$ cat config.mk
export PLATFORM = sky130hd
export DESIGN_NAME = tft_tlb
export DESIGN_NICKNAME = d
export VERILOG_FILES = /design/src/rtl/tft_pkg.sv /design/src/rtl/tft_tlb.sv /design/src/rtl/tft_regs.sv
export SDC_FILE = /design/constraint.sdc
export NUM_CORES = 1
export LEC_CHECK = 0
export BUFFER_PORTS_ARGS = -buffer_cell sky130_fd_sc_hd__buf_2
export CORE_MARGIN = 5
export CORE_UTILIZATION = 50
export DETAILED_ROUTE_END_ITERATION = 12
export PLACE_DENSITY_LB_ADDON = 0.08
export SLEW_MARGIN = 5
export SYNTH_ARGS = -nofsm -noshare
export SYNTH_HDL_FRONTEND = slang
export SYNTH_SLANG_ARGS = --single-unit
$ cat constraint.sdc
create_clock -name clock -period 4.2 [get_ports clock]
set_input_delay 0 -clock clock [delete_from_list [all_inputs] [get_ports clock]]
set_output_delay 0 -clock clock [all_outputs]
set_load 0.03 [all_outputs]
$ cat src/rtl/tft_pkg.sv
/*
 Shared constants, register map and carrier types of the translation fence TLB.
 Assumes a 32-bit supervisor width and one hart per block instance.
*/
package tft_pkg;

	localparam int SUPERVISOR_REG_WIDTH = 32;
	localparam int MAX_TAG_WIDTH        = 9;
	localparam int IMPLEMENTED_TAG_WIDTH = 4;
	localparam int TLB_ENTRIES          = 8;
	localparam int TLB_IDX_W            = 3;
	localparam int PPN_W                = 22;
	localparam int VPN_W                = 20;
	localparam int PADDR_W              = 34;

	// Paging hardware present; zero makes the mode field read-only zero
	localparam logic PAGING_SUPPORTED = 1'b1;

	// Register byte offsets
	localparam logic [3:0] ADDR_XLATE_CTRL = 4'h0;
	localparam logic [3:0] ADDR_PRIV_CTRL  = 4'h4;
	localparam logic [3:0] ADDR_STATUS     = 4'h8;
	localparam logic [3:0] ADDR_CONFIG     = 4'hC;

	// Translation control fields
	localparam int XC_MODE_BIT = 31;
	localparam int XC_TAG_LSB  = 22;
	localparam int XC_PPN_LSB  = 0;
	localparam logic [31:0] XLATE_CTRL_RESET = 32'h0000_0000;

	// Privilege control fields
	localparam int PC_SUPERVISOR_USER_ACCESS = 0;
	localparam int PC_EXEC_READABLE_ENABLE   = 1;
	localparam logic [1:0] PRIV_CTRL_RESET   = 2'h0;

	// Status fields
	localparam int ST_COUNT_LSB = 0;
	localparam int ST_BUSY_BIT  = 8;

	// Page table entry fields
	localparam int PTE_V   = 0;
	localparam int PTE_R   = 1;
	localparam int PTE_W   = 2;
	localparam int PTE_X   = 3;
	localparam int PTE_U   = 4;
	localparam int PTE_G   = 5;
	localparam int PTE_PPN_LSB = 10;

	localparam logic [1:0] AXI_OKAY   = 2'h0;
	localparam logic [1:0] AXI_DECERR = 2'h3;

	typedef enum logic [1:0] {ACC_LOAD, ACC_STORE, ACC_FETCH} tft_access_t;

	typedef struct packed {
		logic                             valid;
		logic [VPN_W-1:0]                 vpn;
		logic [PPN_W-1:0]                 ppn;
		logic [IMPLEMENTED_TAG_WIDTH-1:0] tag;
		logic                             global_map;
		logic                             superpage;
		logic                             r;
		logic                             w;
		logic                             x;
		logic                             u;
	} tft_entry_t;

	typedef struct packed {
		logic                             paged;
		logic [IMPLEMENTED_TAG_WIDTH-1:0] tag;
		logic [PPN_W-1:0]                 root;
		logic                             supervisor_user_access;
		logic                             exec_readable_enable;
	} tft_ctrl_t;

	typedef struct packed {
		logic [31:0] vaddr;
		tft_access_t access;
		logic        user;
		logic        speculative;
	} tft_req_t;

	typedef struct packed {
		logic [PADDR_W-1:0] paddr;
		logic               fault;
		logic               abort;
	} tft_resp_t;

	typedef struct packed {
		logic        addr_nonzero;
		logic        tag_nonzero;
		logic [31:0] vaddr;
		logic [31:0] tag_value;
	} tft_fence_t;

endpackage

$ cat src/rtl/tft_tlb.sv
/*
 Translation cache with 32-bit paged table walker and translation fence handling.
 Assumes a pipeline that issues one lookup at a time and a memory read port for tables.
*/
// Local design decisions: the address map and the AXI4-Lite register port.
`timescale 1ns/1ps
`default_nettype none
module tft_tlb (
	input  wire logic                         clock,
	input  wire logic                         nrst,
	input  wire logic [3:0]                   s_axi_awaddr,
	input  wire logic                         s_axi_awvalid,
	output var  logic                         s_axi_awready,
	input  wire logic [31:0]                  s_axi_wdata,
	input  wire logic [3:0]                   s_axi_wstrb,
	input  wire logic                         s_axi_wvalid,
	output var  logic                         s_axi_wready,
	output var  logic [1:0]                   s_axi_bresp,
	output var  logic                         s_axi_bvalid,
	input  wire logic                         s_axi_bready,
	input  wire logic [3:0]                   s_axi_araddr,
	input  wire logic                         s_axi_arvalid,
	output var  logic                         s_axi_arready,
	output var  logic [31:0]                  s_axi_rdata,
	output var  logic [1:0]                   s_axi_rresp,
	output var  logic                         s_axi_rvalid,
	input  wire logic                         s_axi_rready,
	input  wire logic                         req_valid,
	input  wire tft_pkg::tft_req_t            req,
	output var  logic                         req_ready,
	output var  logic                         resp_valid,
	output tft_pkg::tft_resp_t                resp,
	output var  logic                         mem_req_valid,
	output var  logic [tft_pkg::PADDR_W-1:0]  mem_req_addr,
	input  wire logic                         mem_req_ready,
	input  wire logic                         mem_rsp_valid,
	input  wire logic [31:0]                  mem_rsp_data,
	input  wire logic                         fence_valid,
	input  wire tft_pkg::tft_fence_t          fence,
	output var  logic                         fence_done,
	output var  logic                         fence_illegal
);
	import tft_pkg::*;

	typedef enum logic [2:0] {
		ST_IDLE, ST_LOOKUP, ST_L1_REQ, ST_L1_WAIT, ST_L0_REQ, ST_L0_WAIT
	} tft_state_t;

	tft_state_t                       state;
	tft_state_t                       next_state;
	tft_ctrl_t                        ctrl;
	tft_req_t                         cur;
	tft_entry_t                       tlb [TLB_ENTRIES];
	tft_entry_t                       hit_entry;
	tft_entry_t                       fill_entry;
	logic [TLB_ENTRIES-1:0]           hit_vec;
	logic [TLB_ENTRIES-1:0]           kill_vec;
	logic                             hit;
	logic [TLB_IDX_W-1:0]             victim;
	logic [TLB_IDX_W:0]               valid_count;
	logic [PPN_W-1:0]                 next_ppn;
	logic                             fill;
	logic                             walk_fault;
	logic                             fence_take;
	logic [IMPLEMENTED_TAG_WIDTH-1:0] fence_tag;
	logic [31:0]                      pte;

	tft_regs u_regs (
		.clock         (clock),
		.nrst          (nrst),
		.s_axi_awaddr  (s_axi_awaddr),
		.s_axi_awvalid (s_axi_awvalid),
		.s_axi_awready (s_axi_awready),
		.s_axi_wdata   (s_axi_wdata),
		.s_axi_wstrb   (s_axi_wstrb),
		.s_axi_wvalid  (s_axi_wvalid),
		.s_axi_wready  (s_axi_wready),
		.s_axi_bresp   (s_axi_bresp),
		.s_axi_bvalid  (s_axi_bvalid),
		.s_axi_bready  (s_axi_bready),
		.s_axi_araddr  (s_axi_araddr),
		.s_axi_arvalid (s_axi_arvalid),
		.s_axi_arready (s_axi_arready),
		.s_axi_rdata   (s_axi_rdata),
		.s_axi_rresp   (s_axi_rresp),
		.s_axi_rvalid  (s_axi_rvalid),
		.s_axi_rready  (s_axi_rready),
		.valid_count   (valid_count),
		.walk_busy     (state != ST_IDLE),
		.ctrl          (ctrl)
	);

	////////////////////////////////////////////////////////////////////////////////
	// Decoding helpers
	function automatic logic vpn_match(input tft_entry_t e, input logic [31:0] va);
		return e.superpage ? (e.vpn[VPN_W-1:10] == va[31:22]) : (e.vpn == va[31:12]);
	endfunction

	function automatic logic perm_ok(input tft_entry_t e, input tft_req_t r,
			input tft_ctrl_t c);
		logic priv_ok;
		priv_ok = r.user ? e.u : (!e.u || c.supervisor_user_access);
		case (r.access)
			ACC_FETCH: return e.x && (r.user ? e.u : !e.u);
			ACC_STORE: return e.w && priv_ok;
			default: return (e.r || (c.exec_readable_enable && e.x)) && priv_ok;
		endcase
	endfunction

	function automatic logic [PADDR_W-1:0] phys(input tft_entry_t e, input logic [31:0] va);
		return e.superpage ? {e.ppn[PPN_W-1:10], va[21:0]} : {e.ppn, va[11:0]};
	endfunction

	////////////////////////////////////////////////////////////////////////////////
	// Lookup and fence match, one per entry
	// Tag operand cut to implemented width, upper bits unused
	assign fence_tag = fence.tag_value[IMPLEMENTED_TAG_WIDTH-1:0];
	assign fence_take = fence_valid && state == ST_IDLE;

	genvar gi;
	generate
		for (gi = 0; gi < TLB_ENTRIES; gi++) begin : g_match
			// Global entries match every tag in use
			assign hit_vec[gi] = tlb[gi].valid && vpn_match(tlb[gi], cur.vaddr)
				&& (tlb[gi].global_map || tlb[gi].tag == ctrl.tag);
			// Leaf-only cache, so address fences cover non-leaf changes too
			assign kill_vec[gi] = (!fence.addr_nonzero || vpn_match(tlb[gi], fence.vaddr))
				&& (!fence.tag_nonzero || (!tlb[gi].global_map && tlb[gi].tag == fence_tag));
		end
	endgenerate

	// Lowest matching entry wins when several match
	always_comb begin
		hit = 1'b0;
		hit_entry = tlb[0];
		valid_count = '0;
		for (int i = TLB_ENTRIES - 1; i >= 0; i--) begin
			if (hit_vec[i]) begin
				hit = 1'b1;
				hit_entry = tlb[i];
			end
		end
		for (int i = 0; i < TLB_ENTRIES; i++) begin
			valid_count = valid_count + {{TLB_IDX_W{1'b0}}, tlb[i].valid};
		end
	end

	////////////////////////////////////////////////////////////////////////////////
	// Walk decode of a returned table entry
	assign pte = mem_rsp_data;
	assign next_ppn = pte[PTE_PPN_LSB +: PPN_W];

	always_comb begin
		fill = 1'b0;
		walk_fault = 1'b0;
		fill_entry.valid = 1'b1;
		fill_entry.vpn = cur.vaddr[31:12];
		fill_entry.ppn = next_ppn;
		fill_entry.tag = ctrl.tag;
		fill_entry.global_map = pte[PTE_G];
		fill_entry.superpage = (state == ST_L1_WAIT);
		fill_entry.r = pte[PTE_R];
		fill_entry.w = pte[PTE_W];
		fill_entry.x = pte[PTE_X];
		fill_entry.u = pte[PTE_U];
		if (mem_rsp_valid && (state == ST_L1_WAIT || state == ST_L0_WAIT)) begin
			// Invalid entries are not cached and end the walk
			if (!pte[PTE_V] || (!pte[PTE_R] && pte[PTE_W])) begin
				walk_fault = 1'b1;
			end else if (pte[PTE_R] || pte[PTE_X]) begin
				if (state == ST_L1_WAIT && next_ppn[9:0] != 10'h000) begin
					walk_fault = 1'b1;
				end else begin
					fill = 1'b1;
				end
			end else if (state == ST_L0_WAIT) begin
				walk_fault = 1'b1;
			end
		end
	end

	////////////////////////////////////////////////////////////////////////////////
	// Walker state machine
	always_comb begin
		next_state = state;
		case (state)
			ST_IDLE: begin
				if (!fence_valid && req_valid && req_ready) begin
					next_state = ST_LOOKUP;
				end
			end
			ST_LOOKUP: begin
				if (ctrl.paged && !hit) begin
					next_state = ST_L1_REQ;
				end else begin
					next_state = ST_IDLE;
				end
			end
			ST_L1_REQ: begin
				if (mem_req_valid && mem_req_ready) begin
					next_state = ST_L1_WAIT;
				end
			end
			ST_L1_WAIT: begin
				if (fill) begin
					next_state = ST_LOOKUP;
				end else if (walk_fault) begin
					next_state = ST_IDLE;
				end else if (mem_rsp_valid) begin
					next_state = ST_L0_REQ;
				end
			end
			ST_L0_REQ: begin
				if (mem_req_valid && mem_req_ready) begin
					next_state = ST_L0_WAIT;
				end
			end
			ST_L0_WAIT: begin
				if (fill) begin
					next_state = ST_LOOKUP;
				end else if (walk_fault) begin
					next_state = ST_IDLE;
				end
			end
			default: next_state = ST_IDLE;
		endcase
	end

	always_ff @(posedge clock or negedge nrst) begin
		if (!nrst) begin
			state <= ST_IDLE;
			req_ready <= 1'b1;
		end else begin
			state <= next_state;
			req_ready <= (next_state == ST_IDLE);
		end
	end

	always_ff @(posedge clock or negedge nrst) begin
		if (!nrst) begin
			cur <= '0;
		end else if (state == ST_IDLE && !fence_valid && req_valid && req_ready) begin
			cur <= req;
		end
	end

	////////////////////////////////////////////////////////////////////////////////
	// Table memory requests
	always_ff @(posedge clock or negedge nrst) begin
		if (!nrst) begin
			mem_req_valid <= 1'b0;
			mem_req_addr <= '0;
		end else if (mem_req_valid && mem_req_ready) begin
			mem_req_valid <= 1'b0;
		end else if (state == ST_LOOKUP && ctrl.paged && !hit) begin
			// First read from the root pointer only
			mem_req_valid <= 1'b1;
			mem_req_addr <= {ctrl.root, cur.vaddr[31:22], 2'b00};
		end else if (state == ST_L1_WAIT && mem_rsp_valid && !fill && !walk_fault) begin
			// Next level only through a valid pointer entry
			mem_req_valid <= 1'b1;
			mem_req_addr <= {next_ppn, cur.vaddr[21:12], 2'b00};
		end
	end

	////////////////////////////////////////////////////////////////////////////////
	// Lookup answers
	always_ff @(posedge clock or negedge nrst) begin
		if (!nrst) begin
			resp_valid <= 1'b0;
			resp <= '0;
		end else begin
			resp_valid <= 1'b0;
			if (state == ST_LOOKUP && !ctrl.paged) begin
				// Untranslated answer follows the mode bit at once
				resp_valid <= 1'b1;
				resp <= '{paddr: {2'b00, cur.vaddr}, fault: 1'b0, abort: 1'b0};
			end else if (state == ST_LOOKUP && hit) begin
				// Permissions use the live privilege control bits
				resp_valid <= 1'b1;
				resp.paddr <= phys(hit_entry, cur.vaddr);
				resp.fault <= !perm_ok(hit_entry, cur, ctrl) && !cur.speculative;
				resp.abort <= !perm_ok(hit_entry, cur, ctrl) && cur.speculative;
			end else if (walk_fault) begin
				resp_valid <= 1'b1;
				resp.paddr <= '0;
				resp.fault <= !cur.speculative;
				resp.abort <= cur.speculative;
			end
		end
	end

	////////////////////////////////////////////////////////////////////////////////
	// Entry storage, fill and fence invalidation
	always_ff @(posedge clock or negedge nrst) begin
		if (!nrst) begin
			for (int i = 0; i < TLB_ENTRIES; i++) begin
				tlb[i] <= '0;
			end
			victim <= '0;
		end else if (fence_take && PAGING_SUPPORTED) begin
			// Every 32-bit address is valid here, so each fence acts
			for (int i = 0; i < TLB_ENTRIES; i++) begin
				if (kill_vec[i]) begin
					tlb[i].valid <= 1'b0;
				end
			end
		end else if (fill) begin
			tlb[victim] <= fill_entry;
			victim <= victim + 1'b1;
		end
	end

	always_ff @(posedge clock or negedge nrst) begin
		if (!nrst) begin
			fence_done <= 1'b0;
			fence_illegal <= 1'b0;
		end else begin
			fence_done <= fence_take;
			fence_illegal <= fence_take && !PAGING_SUPPORTED;
		end
	end

endmodule
`default_nettype wire

$ cat src/rtl/tft_regs.sv
/*
 AXI4-Lite register slave holding translation and privilege control.
 Assumes one outstanding write and one outstanding read from the master.
*/
`timescale 1ns/1ps
`default_nettype none
module tft_regs (
	input  wire logic                 clock,
	input  wire logic                 nrst,
	input  wire logic [3:0]           s_axi_awaddr,
	input  wire logic                 s_axi_awvalid,
	output var  logic                 s_axi_awready,
	input  wire logic [31:0]          s_axi_wdata,
	input  wire logic [3:0]           s_axi_wstrb,
	input  wire logic                 s_axi_wvalid,
	output var  logic                 s_axi_wready,
	output var  logic [1:0]           s_axi_bresp,
	output var  logic                 s_axi_bvalid,
	input  wire logic                 s_axi_bready,
	input  wire logic [3:0]           s_axi_araddr,
	input  wire logic                 s_axi_arvalid,
	output var  logic                 s_axi_arready,
	output var  logic [31:0]          s_axi_rdata,
	output var  logic [1:0]           s_axi_rresp,
	output var  logic                 s_axi_rvalid,
	input  wire logic                 s_axi_rready,
	input  wire logic [tft_pkg::TLB_IDX_W:0] valid_count,
	input  wire logic                 walk_busy,
	output tft_pkg::tft_ctrl_t        ctrl
);
	import tft_pkg::*;

	logic [3:0]  aw_addr;
	logic [31:0] w_data;
	logic [3:0]  w_strb;
	logic [31:0] xlate_ctrl;
	logic [1:0]  priv_ctrl;
	logic        do_write;
	logic [31:0] next_xlate;
	logic [31:0] tag_mask;
	logic [31:0] priv_merged;

	function automatic logic [31:0] merge(input logic [31:0] old, input logic [31:0] wd,
			input logic [3:0] strb);
		logic [31:0] res;
		res = old;
		for (int b = 0; b < 4; b++) begin
			if (strb[b]) begin
				res[b*8 +: 8] = wd[b*8 +: 8];
			end
		end
		return res;
	endfunction

	// Tag bits above the implemented width are not stored
	assign tag_mask = {{(32-XC_TAG_LSB-IMPLEMENTED_TAG_WIDTH){1'b0}},
		{IMPLEMENTED_TAG_WIDTH{1'b1}}, {XC_TAG_LSB{1'b0}}} | {{10{1'b0}}, {PPN_W{1'b1}}}
		| ({31'h0000_0000, PAGING_SUPPORTED} << XC_MODE_BIT);
	assign next_xlate = merge(xlate_ctrl, w_data, w_strb) & tag_mask;
	assign priv_merged = merge({30'h0000_0000, priv_ctrl}, w_data, w_strb);
	assign do_write = !s_axi_awready && !s_axi_wready && !s_axi_bvalid;

	// Controls act on the next lookup with no fence needed
	assign ctrl.paged = xlate_ctrl[XC_MODE_BIT];
	assign ctrl.tag = xlate_ctrl[XC_TAG_LSB +: IMPLEMENTED_TAG_WIDTH];
	assign ctrl.root = xlate_ctrl[XC_PPN_LSB +: PPN_W];
	assign ctrl.supervisor_user_access = priv_ctrl[PC_SUPERVISOR_USER_ACCESS];
	assign ctrl.exec_readable_enable = priv_ctrl[PC_EXEC_READABLE_ENABLE];

	////////////////////////////////////////////////////////////////////////////////
	// Write channels
	always_ff @(posedge clock or negedge nrst) begin
		if (!nrst) begin
			s_axi_awready <= 1'b1;
			s_axi_wready <= 1'b1;
			s_axi_bvalid <= 1'b0;
			s_axi_bresp <= AXI_OKAY;
			aw_addr <= 4'h0;
			w_data <= 32'h0000_0000;
			w_strb <= 4'h0;
		end else begin
			if (s_axi_awvalid && s_axi_awready) begin
				s_axi_awready <= 1'b0;
				aw_addr <= s_axi_awaddr;
			end
			if (s_axi_wvalid && s_axi_wready) begin
				s_axi_wready <= 1'b0;
				w_data <= s_axi_wdata;
				w_strb <= s_axi_wstrb;
			end
			if (do_write) begin
				s_axi_bvalid <= 1'b1;
				s_axi_bresp <= (aw_addr == ADDR_XLATE_CTRL || aw_addr == ADDR_PRIV_CTRL ||
					aw_addr == ADDR_STATUS || aw_addr == ADDR_CONFIG) ? AXI_OKAY : AXI_DECERR;
			end
			if (s_axi_bvalid && s_axi_bready) begin
				s_axi_bvalid <= 1'b0;
				s_axi_awready <= 1'b1;
				s_axi_wready <= 1'b1;
			end
		end
	end

	always_ff @(posedge clock or negedge nrst) begin
		if (!nrst) begin
			xlate_ctrl <= XLATE_CTRL_RESET;
			priv_ctrl <= PRIV_CTRL_RESET;
		end else if (do_write) begin
			if (aw_addr == ADDR_XLATE_CTRL) begin
				xlate_ctrl <= next_xlate;
			end
			if (aw_addr == ADDR_PRIV_CTRL) begin
				priv_ctrl <= priv_merged[1:0];
			end
		end
	end

	////////////////////////////////////////////////////////////////////////////////
	// Read channels
	always_ff @(posedge clock or negedge nrst) begin
		if (!nrst) begin
			s_axi_arready <= 1'b1;
			s_axi_rvalid <= 1'b0;
			s_axi_rdata <= 32'h0000_0000;
			s_axi_rresp <= AXI_OKAY;
		end else if (s_axi_arvalid && s_axi_arready) begin
			s_axi_arready <= 1'b0;
			s_axi_rvalid <= 1'b1;
			s_axi_rresp <= AXI_OKAY;
			case (s_axi_araddr)
				ADDR_XLATE_CTRL: s_axi_rdata <= xlate_ctrl;
				ADDR_PRIV_CTRL: s_axi_rdata <= {30'h0000_0000, priv_ctrl};
				ADDR_STATUS: s_axi_rdata <= {23'h00_0000, walk_busy, 4'h0, valid_count};
				ADDR_CONFIG: s_axi_rdata <= 32'(IMPLEMENTED_TAG_WIDTH);
				default: begin
					s_axi_rdata <= 32'h0000_0000;
					s_axi_rresp <= AXI_DECERR;
				end
			endcase
		end else if (s_axi_rvalid && s_axi_rready) begin
			s_axi_rvalid <= 1'b0;
			s_axi_arready <= 1'b1;
		end
	end

endmodule
`default_nettype wire

; ---- Word level (Yosys, flattened, before mapping)
; Cells that the tools add are included.
[op_classes]
n_mux = 101
add_sub_neg = 8
n_eq_ne = 69
reduce_logical = 149
bitwise = 3
order_cmp = 2
shifts = 0
div = 0
mul = 0
[op_table]
columns = cell, count
row1 = bitwise mux 424 bit, 1
row2 = 2-to-1 mux 424 bit, 1
row3 = == test 20 bit, 16
row4 = 2-to-1 mux 32 bit, 8
row5 = == test 10 bit, 16
row6 = demux 53 bit (select 3 bit), 1
row7 = one-hot mux 32 bit (4 select lines), 1
row8 = 2-to-1 mux 36 bit, 3
row9 = 2-to-1 mux 1 bit, 69
row10 = 2-to-1 mux 34 bit, 2
row11 = == test 4 bit, 16
row12 = logical AND 1 bit, 64
row13 = 2-to-1 mux 53 bit, 1
row14 = logical OR 1 bit, 32
row15 = 2-to-1 mux 3 bit, 8
row16 = zero test 1 bit, 23
row17 = 2-to-1 mux 22 bit, 1
row18 = AND reduction 2 bit, 10
row19 = one-hot mux 3 bit (6 select lines), 1
row20 = adder 4 x 1 -> 4 bit, 4
row21 = == test 4 bit (second input constant), 4
row22 = != test 2 bit (second input constant), 8
row23 = AND reduction 3 bit, 5
row24 = nonzero test 2 bit, 6
row25 = 21 further kinds, 31
[word_totals]
mem_bits_ro = 0
ram_bits = 0
latchBits = 0
memories = 0
in_bits = 189
output_inout_bits = 116
regBits = 650

; ---- Logic depth before layout (Yosys ltp)
[logic_depth]
ltp_word = 23
depth_mapped = 13

; ---- Hierarchy
; Synthesis repeated with hierarchy kept, for this count alone.
[unflattened]
cells_unflattened = 2683
area_unflattened_um2 = 31649.1
[modules_own_cells]
columns = mod, instances, cells_per_inst, area_each_um2
row1 = tft_tlb, 1, 2431, 27854.2
row2 = tft_regs, 1, 252, 3794.9

; ---- Worst setup path after synthesis
; No wires, ideal clock.
[synth_path]
kind = register to register
startpoint = reg tlb[52] (netlist bit)
endpoint = reg u_regs.s_axi_rdata[2]
setup_time_ps = 110
path_stages_with_launch = 12
path_slack_ps = 999
t_required_ps = 4090
arrival_ps = 3091
cell_sequence = dfrtp_1 -> fa_1 -> inv_1 -> fa_1 -> fa_1 -> inv_1 -> ha_1 -> fa_1 -> xor2_1 -> o21ai_0 -> o31a_1 -> o41ai_1
[synth_between]
elab_chain_cells = 2
[synth_rtl]
columns = element, line_no
row1 = start: declaration, tft_tlb.sv:53  ; tft_entry_t tlb [TLB_ENTRIES];
row2 = start signal: indexed assignment, tft_tlb.sv:309  ; tlb[victim] <= fill_entry;
row3 = adder 4 x 1 -> 4 bit, tft_tlb.sv:144  ; valid_count = valid_count + {{TLB_IDX_W{1'b0}}, tlb[i].valid};
row4 = one-hot mux 32 bit (4 select lines), tft_regs.sv:130  ; case (s_axi_araddr)
row5 = end signal: assignment, tft_regs.sv:131  ; ADDR_XLATE_CTRL: s_axi_rdata <= xlate_ctrl;
row6 = end signal: assignment, tft_regs.sv:132  ; ADDR_PRIV_CTRL: s_axi_rdata <= {30'h0000_0000, priv_ctrl};
row7 = end signal: assignment, tft_regs.sv:133  ; ADDR_STATUS: s_axi_rdata <= {23'h00_0000, walk_busy, 4'h0, valid_count};
row8 = end: declaration, tft_regs.sv:23  ; output var logic [31:0] s_axi_rdata,
; No other way between the ends.
; A chain may end at the register's enable or synchronous reset.

; ---- Worst setup path after layout
[layout_path]
startpoint = reg cur[19] (netlist bit)
endpoint = reg mem_req_addr[10] (netlist bit)
[layout_between]
elab_chain_cells = 16
word_cells_on_any_way = 45
cone_classes = eq/ne: 8 / mux: 17 / reduce/logical: 20
[layout_rtl]
columns = element, line_no
row1 = start: declaration, tft_tlb.sv:52  ; tft_req_t cur;
row2 = start signal: assignment, tft_tlb.sv:243  ; cur <= req;
row3 = == test 20 bit, tft_tlb.sv:96  ; return e.superpage ? (e.vpn[VPN_W-1:10] == va[31:22]) : (e.vpn == va[31:12]);
row4 = 2-to-1 mux 1 bit, tft_tlb.sv:96
row5 = logical AND 1 bit, tft_tlb.sv:124  ; assign hit_vec[gi] = tlb[gi].valid && vpn_match(tlb[gi], cur.vaddr)
row6 = logical AND 1 bit, tft_tlb.sv:125  ; && (tlb[gi].global_map || tlb[gi].tag == ctrl.tag);
row7 = 2-to-1 mux 1 bit (7 in a row), tft_tlb.sv:138  ; if (hit_vec[i]) begin
row8 = 2-to-1 mux 1 bit (*), tft_tlb.sv:138
row9 = zero test 1 bit (*), tft_tlb.sv:255  ; end else if (state == ST_LOOKUP && ctrl.paged && !hit) begin
row10 = logical AND 1 bit (*), tft_tlb.sv:255
row11 = nonzero test 2 bit (no source line), n/a
row12 = AND reduction 2 bit (no source line), n/a
row13 = end signal: assignment, tft_tlb.sv:258  ; mem_req_addr <= {ctrl.root, cur.vaddr[31:22], 2'b00};
row14 = end signal: assignment, tft_tlb.sv:262  ; mem_req_addr <= {next_ppn, cur.vaddr[21:12], 2'b00};
row15 = end: declaration, tft_tlb.sv:34  ; output var logic [tft_pkg::PADDR_W-1:0] mem_req_addr,
; Mark *: on every way between the ends. The rest lies on a longest branch, timed or not.

==> metrics.yaml <==
yosys.area.top_type: "dfrtp_1"
startpoint_type: "register"
fill_cells: 5237
final.setup.tns_ns: 0
hold_viol: 0
route.detailed.drc: 0
first_pass_iters: 5
grt_antenna_before_repair: 1
rsz0062_at_grt: "no"
portBuffers: 247
yosysMostFrequentCell: "dfrtp_1"
syn-cell-area_sq_mm: 0.0317
htree_levels: 3
clock-sinks: 636
ys_top_cells_by_area: "dfrtp_1 50%, mux2_2 18%, xnor2_1 6.2%"
crit_required_ns: 4.72
stdcell_count: 3968
worstPathArrival_ns: 4.52
std_cell_rows: 92
rr_worst_depth: 12
viasPerCell: 5.77
synth-edff-count: 0
p_per_area_mw_per_mm2: 547
switching_share: 0.355
worst_pin_slew_ns: 1.03
grt_max_degree: 161
clock_path_buffers: 3
power_frac_seq: 0.401
start_util: 0.503
syn_inst: 2710
pre_cts_ws_ns: 0.243
p_sw_mw: 7.32
dp.cells: 3720
die_area_sq_mm: 0.0685
slew_headroom: 0.310
max_clock_freq_mhz: 250
fin_skew_ns: 0.0177
clockRootBuffer: "clkbuf_16"
track_usage: 0.287
ys_async_sr_fraction: 1.00
crit_fanout: 18
ios: 305
cp-end-kind: "register"
syn_avg_cell_area_sq_um: 11.7
n_antenna_cell: 0
ys_seq_area_frac: 0.503
ys_warn_count: 0
synth_commonest_cells: "632 x dfrtp_1, 509 x mux2_2, 224 x xnor2_1, 163 x xor2_1, 142 x clkbuf_1"
clk_latency_ns: 0.62
internal_power_mw: 13.3
grt_pass1_wl_microns: 150000
fin_crit_sh: 0.952
grt_overflow_total: 0
drtIter0Drc: 1446
critical_path_class: "register to register"
synth_top_area_frac: 0.499
drive_gt1_frac: 0.325
synth.ff_latch_count: 636
slew_violations: 0
holdWs_ns: 0.0442
die_x_microns: 262
outcome: "completed"
routedWlPerCell_microns: 24.7
die_h_microns: 262
worstHoldPathType: "primary input to async pin"
reg2reg_slack_ns: 0.20
ys.flop_type: "dfrtp_1"
ant_nets: 0
post-dp-hpwl_microns: 68400
cts_tree: "built"
combinationalPowerShare: 0.294
ys_types: 70
cts-buffers-inserted: 72
clkPwrFrac: 0.305
place.gp.congestion: 0.920
peakVddDrop_mv: 0.419
fp.coreArea_sq_mm: 0.0630
final.setup.worst_slack_ns: 0.200
nets: 3265
p_leak_nw: 18.1
grt_pass1_vias: 24100
timing.rr.end: "mem_req_addr[10]"
final-setup-viol-count: 0
vias: 22900
drv_cap: 0
reg2reg_from: "cur[19]"
routed_wl_microns: 98100
area_delta_synth_final_pct: 19.1
cts.clk_slew.worst_paths_ns: 0.06
fin_crit_ns: 4.00
stage by stage:
step	total power, mW	instance area [sq um]	util
2_1_floorplan	11.9	31700	-
3_3_place_gp	14.2	34200	0.542
3_5_place_dp	14.3	34200	0.542
4_1_cts	20.8	37700	0.599
5_1_grt	21.6	37700	0.599
6_report	20.6	37700	0.599
worst max-delay path, stage by stage, from the launching register on:
cell	delay (ns)
dfrtp_1	0.69
buf_4	0.27
xor2_1	0.17
nor2_1	0.09
a41oi_2	0.27
nor2_1	0.15
or4_1	0.58
nand4bb_1	0.28
or3_2	0.63
a22oi_4	0.25
buf_4	0.29
nor2_1	0.07
a21oi_1	0.14
repair_timing:
item                       4_1_cts  5_1_grt
hold buffers                   120        0
setup endpoints to repair        0        2
buffers inserted                 0        0
gates resized for setup          0        4
hold endpoints to repair       431        0
kinds of logic (layout without fill, tap and decap cells):
kind of cell    after synthesis  count (layout)  synth area share
mux                         567             567             0.199
fa+ha+maj                     8               8           0.00411
other cells                   1               8          0.000118
compound gates              378             378            0.0775
xor+xnor                    387             387             0.107
simple gates                502             502            0.0775
flops                       636             636             0.503
buf+inv                     231             636            0.0317
routing by layer:
metal | track usage | wire, microns
met5 | 0 | 0
met3 | 0.0511 | 5390
met1 | 0.381 | 41200
met4 | 0.0988 | 3500
met2 | 0.480 | 48000
power by group through the flow:
stage | logic (mW) | registers (mW) | clock network (mW)
after floorplan | 3.57 | 8.38 | 0
after global placement | 5.82 | 8.33 | 0
after detailed placement | 5.91 | 8.37 | 0
after CTS | 6.05 | 8.27 | 6.43
after global routing | 6.53 | 8.40 | 6.67
final | 6.06 | 8.27 | 6.30
how the worst max path moves through the flow:
stage            start                     to  slack (ns)  cells past startpoint
2_1_floorplan  tlb[52]  u_regs.s_axi_rdata[2]         1.0                     11
3_3_place_gp   cur[19]        mem_req_addr[8]        0.28                     12
3_5_place_dp   cur[19]       mem_req_addr[10]        0.24                     12
4_1_cts        tlb[52]  u_regs.s_axi_rdata[2]        0.13                     12
5_1_grt        cur[19]        mem_req_addr[9]        0.02                     12
6_report       cur[19]       mem_req_addr[10]        0.20                     12
layout by cell type, fill, tap and decap left out, types with 13 or more instances in the layout:
cell,Yosys,final
nor3_1,22,21
buf_4,24,100
o211ai_1,14,14
nand2_1,132,126
clkbuf_16,0,74
inv_1,28,28
xnor2_1,224,224
or4_1,17,17
a22o_1,28,28
a21oi_1,111,111
nand4_1,51,51
buf_2,20,246
nor4_1,51,51
a41oi_1,14,13
xor2_1,163,163
mux2i_1,58,58
clkbuf_1,142,19
nand3_1,62,60
clkbuf_8,0,15
mux2_2,509,509
nor2_1,121,119
o21ai_0,106,106
dlygate4sd3_1,0,120
dfrtp_1,632,630
a211oi_1,15,15
buf_12,0,13
layout make-up:
type / instances / area [sq um] / area share
multi-input combinational: 1850 / 14800 / 0.393
timing repair buffer: 480 / 3460 / 0.0916
clock buffer: 108 / 2130 / 0.0564
inverter: 28 / 105 / 0.00279
tap: 846 / 1060 / 0.0281
sequential: 636 / 15900 / 0.422
clock inverter: 20 / 230 / 0.00610
sequential cells by signal (all words and copies together) (netlist names), 2 cells and up:
signal	cells
cur	36
mem_req_addr	32
resp	36
state	3
tlb	424
u_regs.aw_addr	4
u_regs.priv_ctrl	2
u_regs.s_axi_rdata	27
u_regs.w_data	27
u_regs.w_strb	4
u_regs.xlate_ctrl	27
victim	3
No activity file was read; power rests on OpenSTA's default activity.
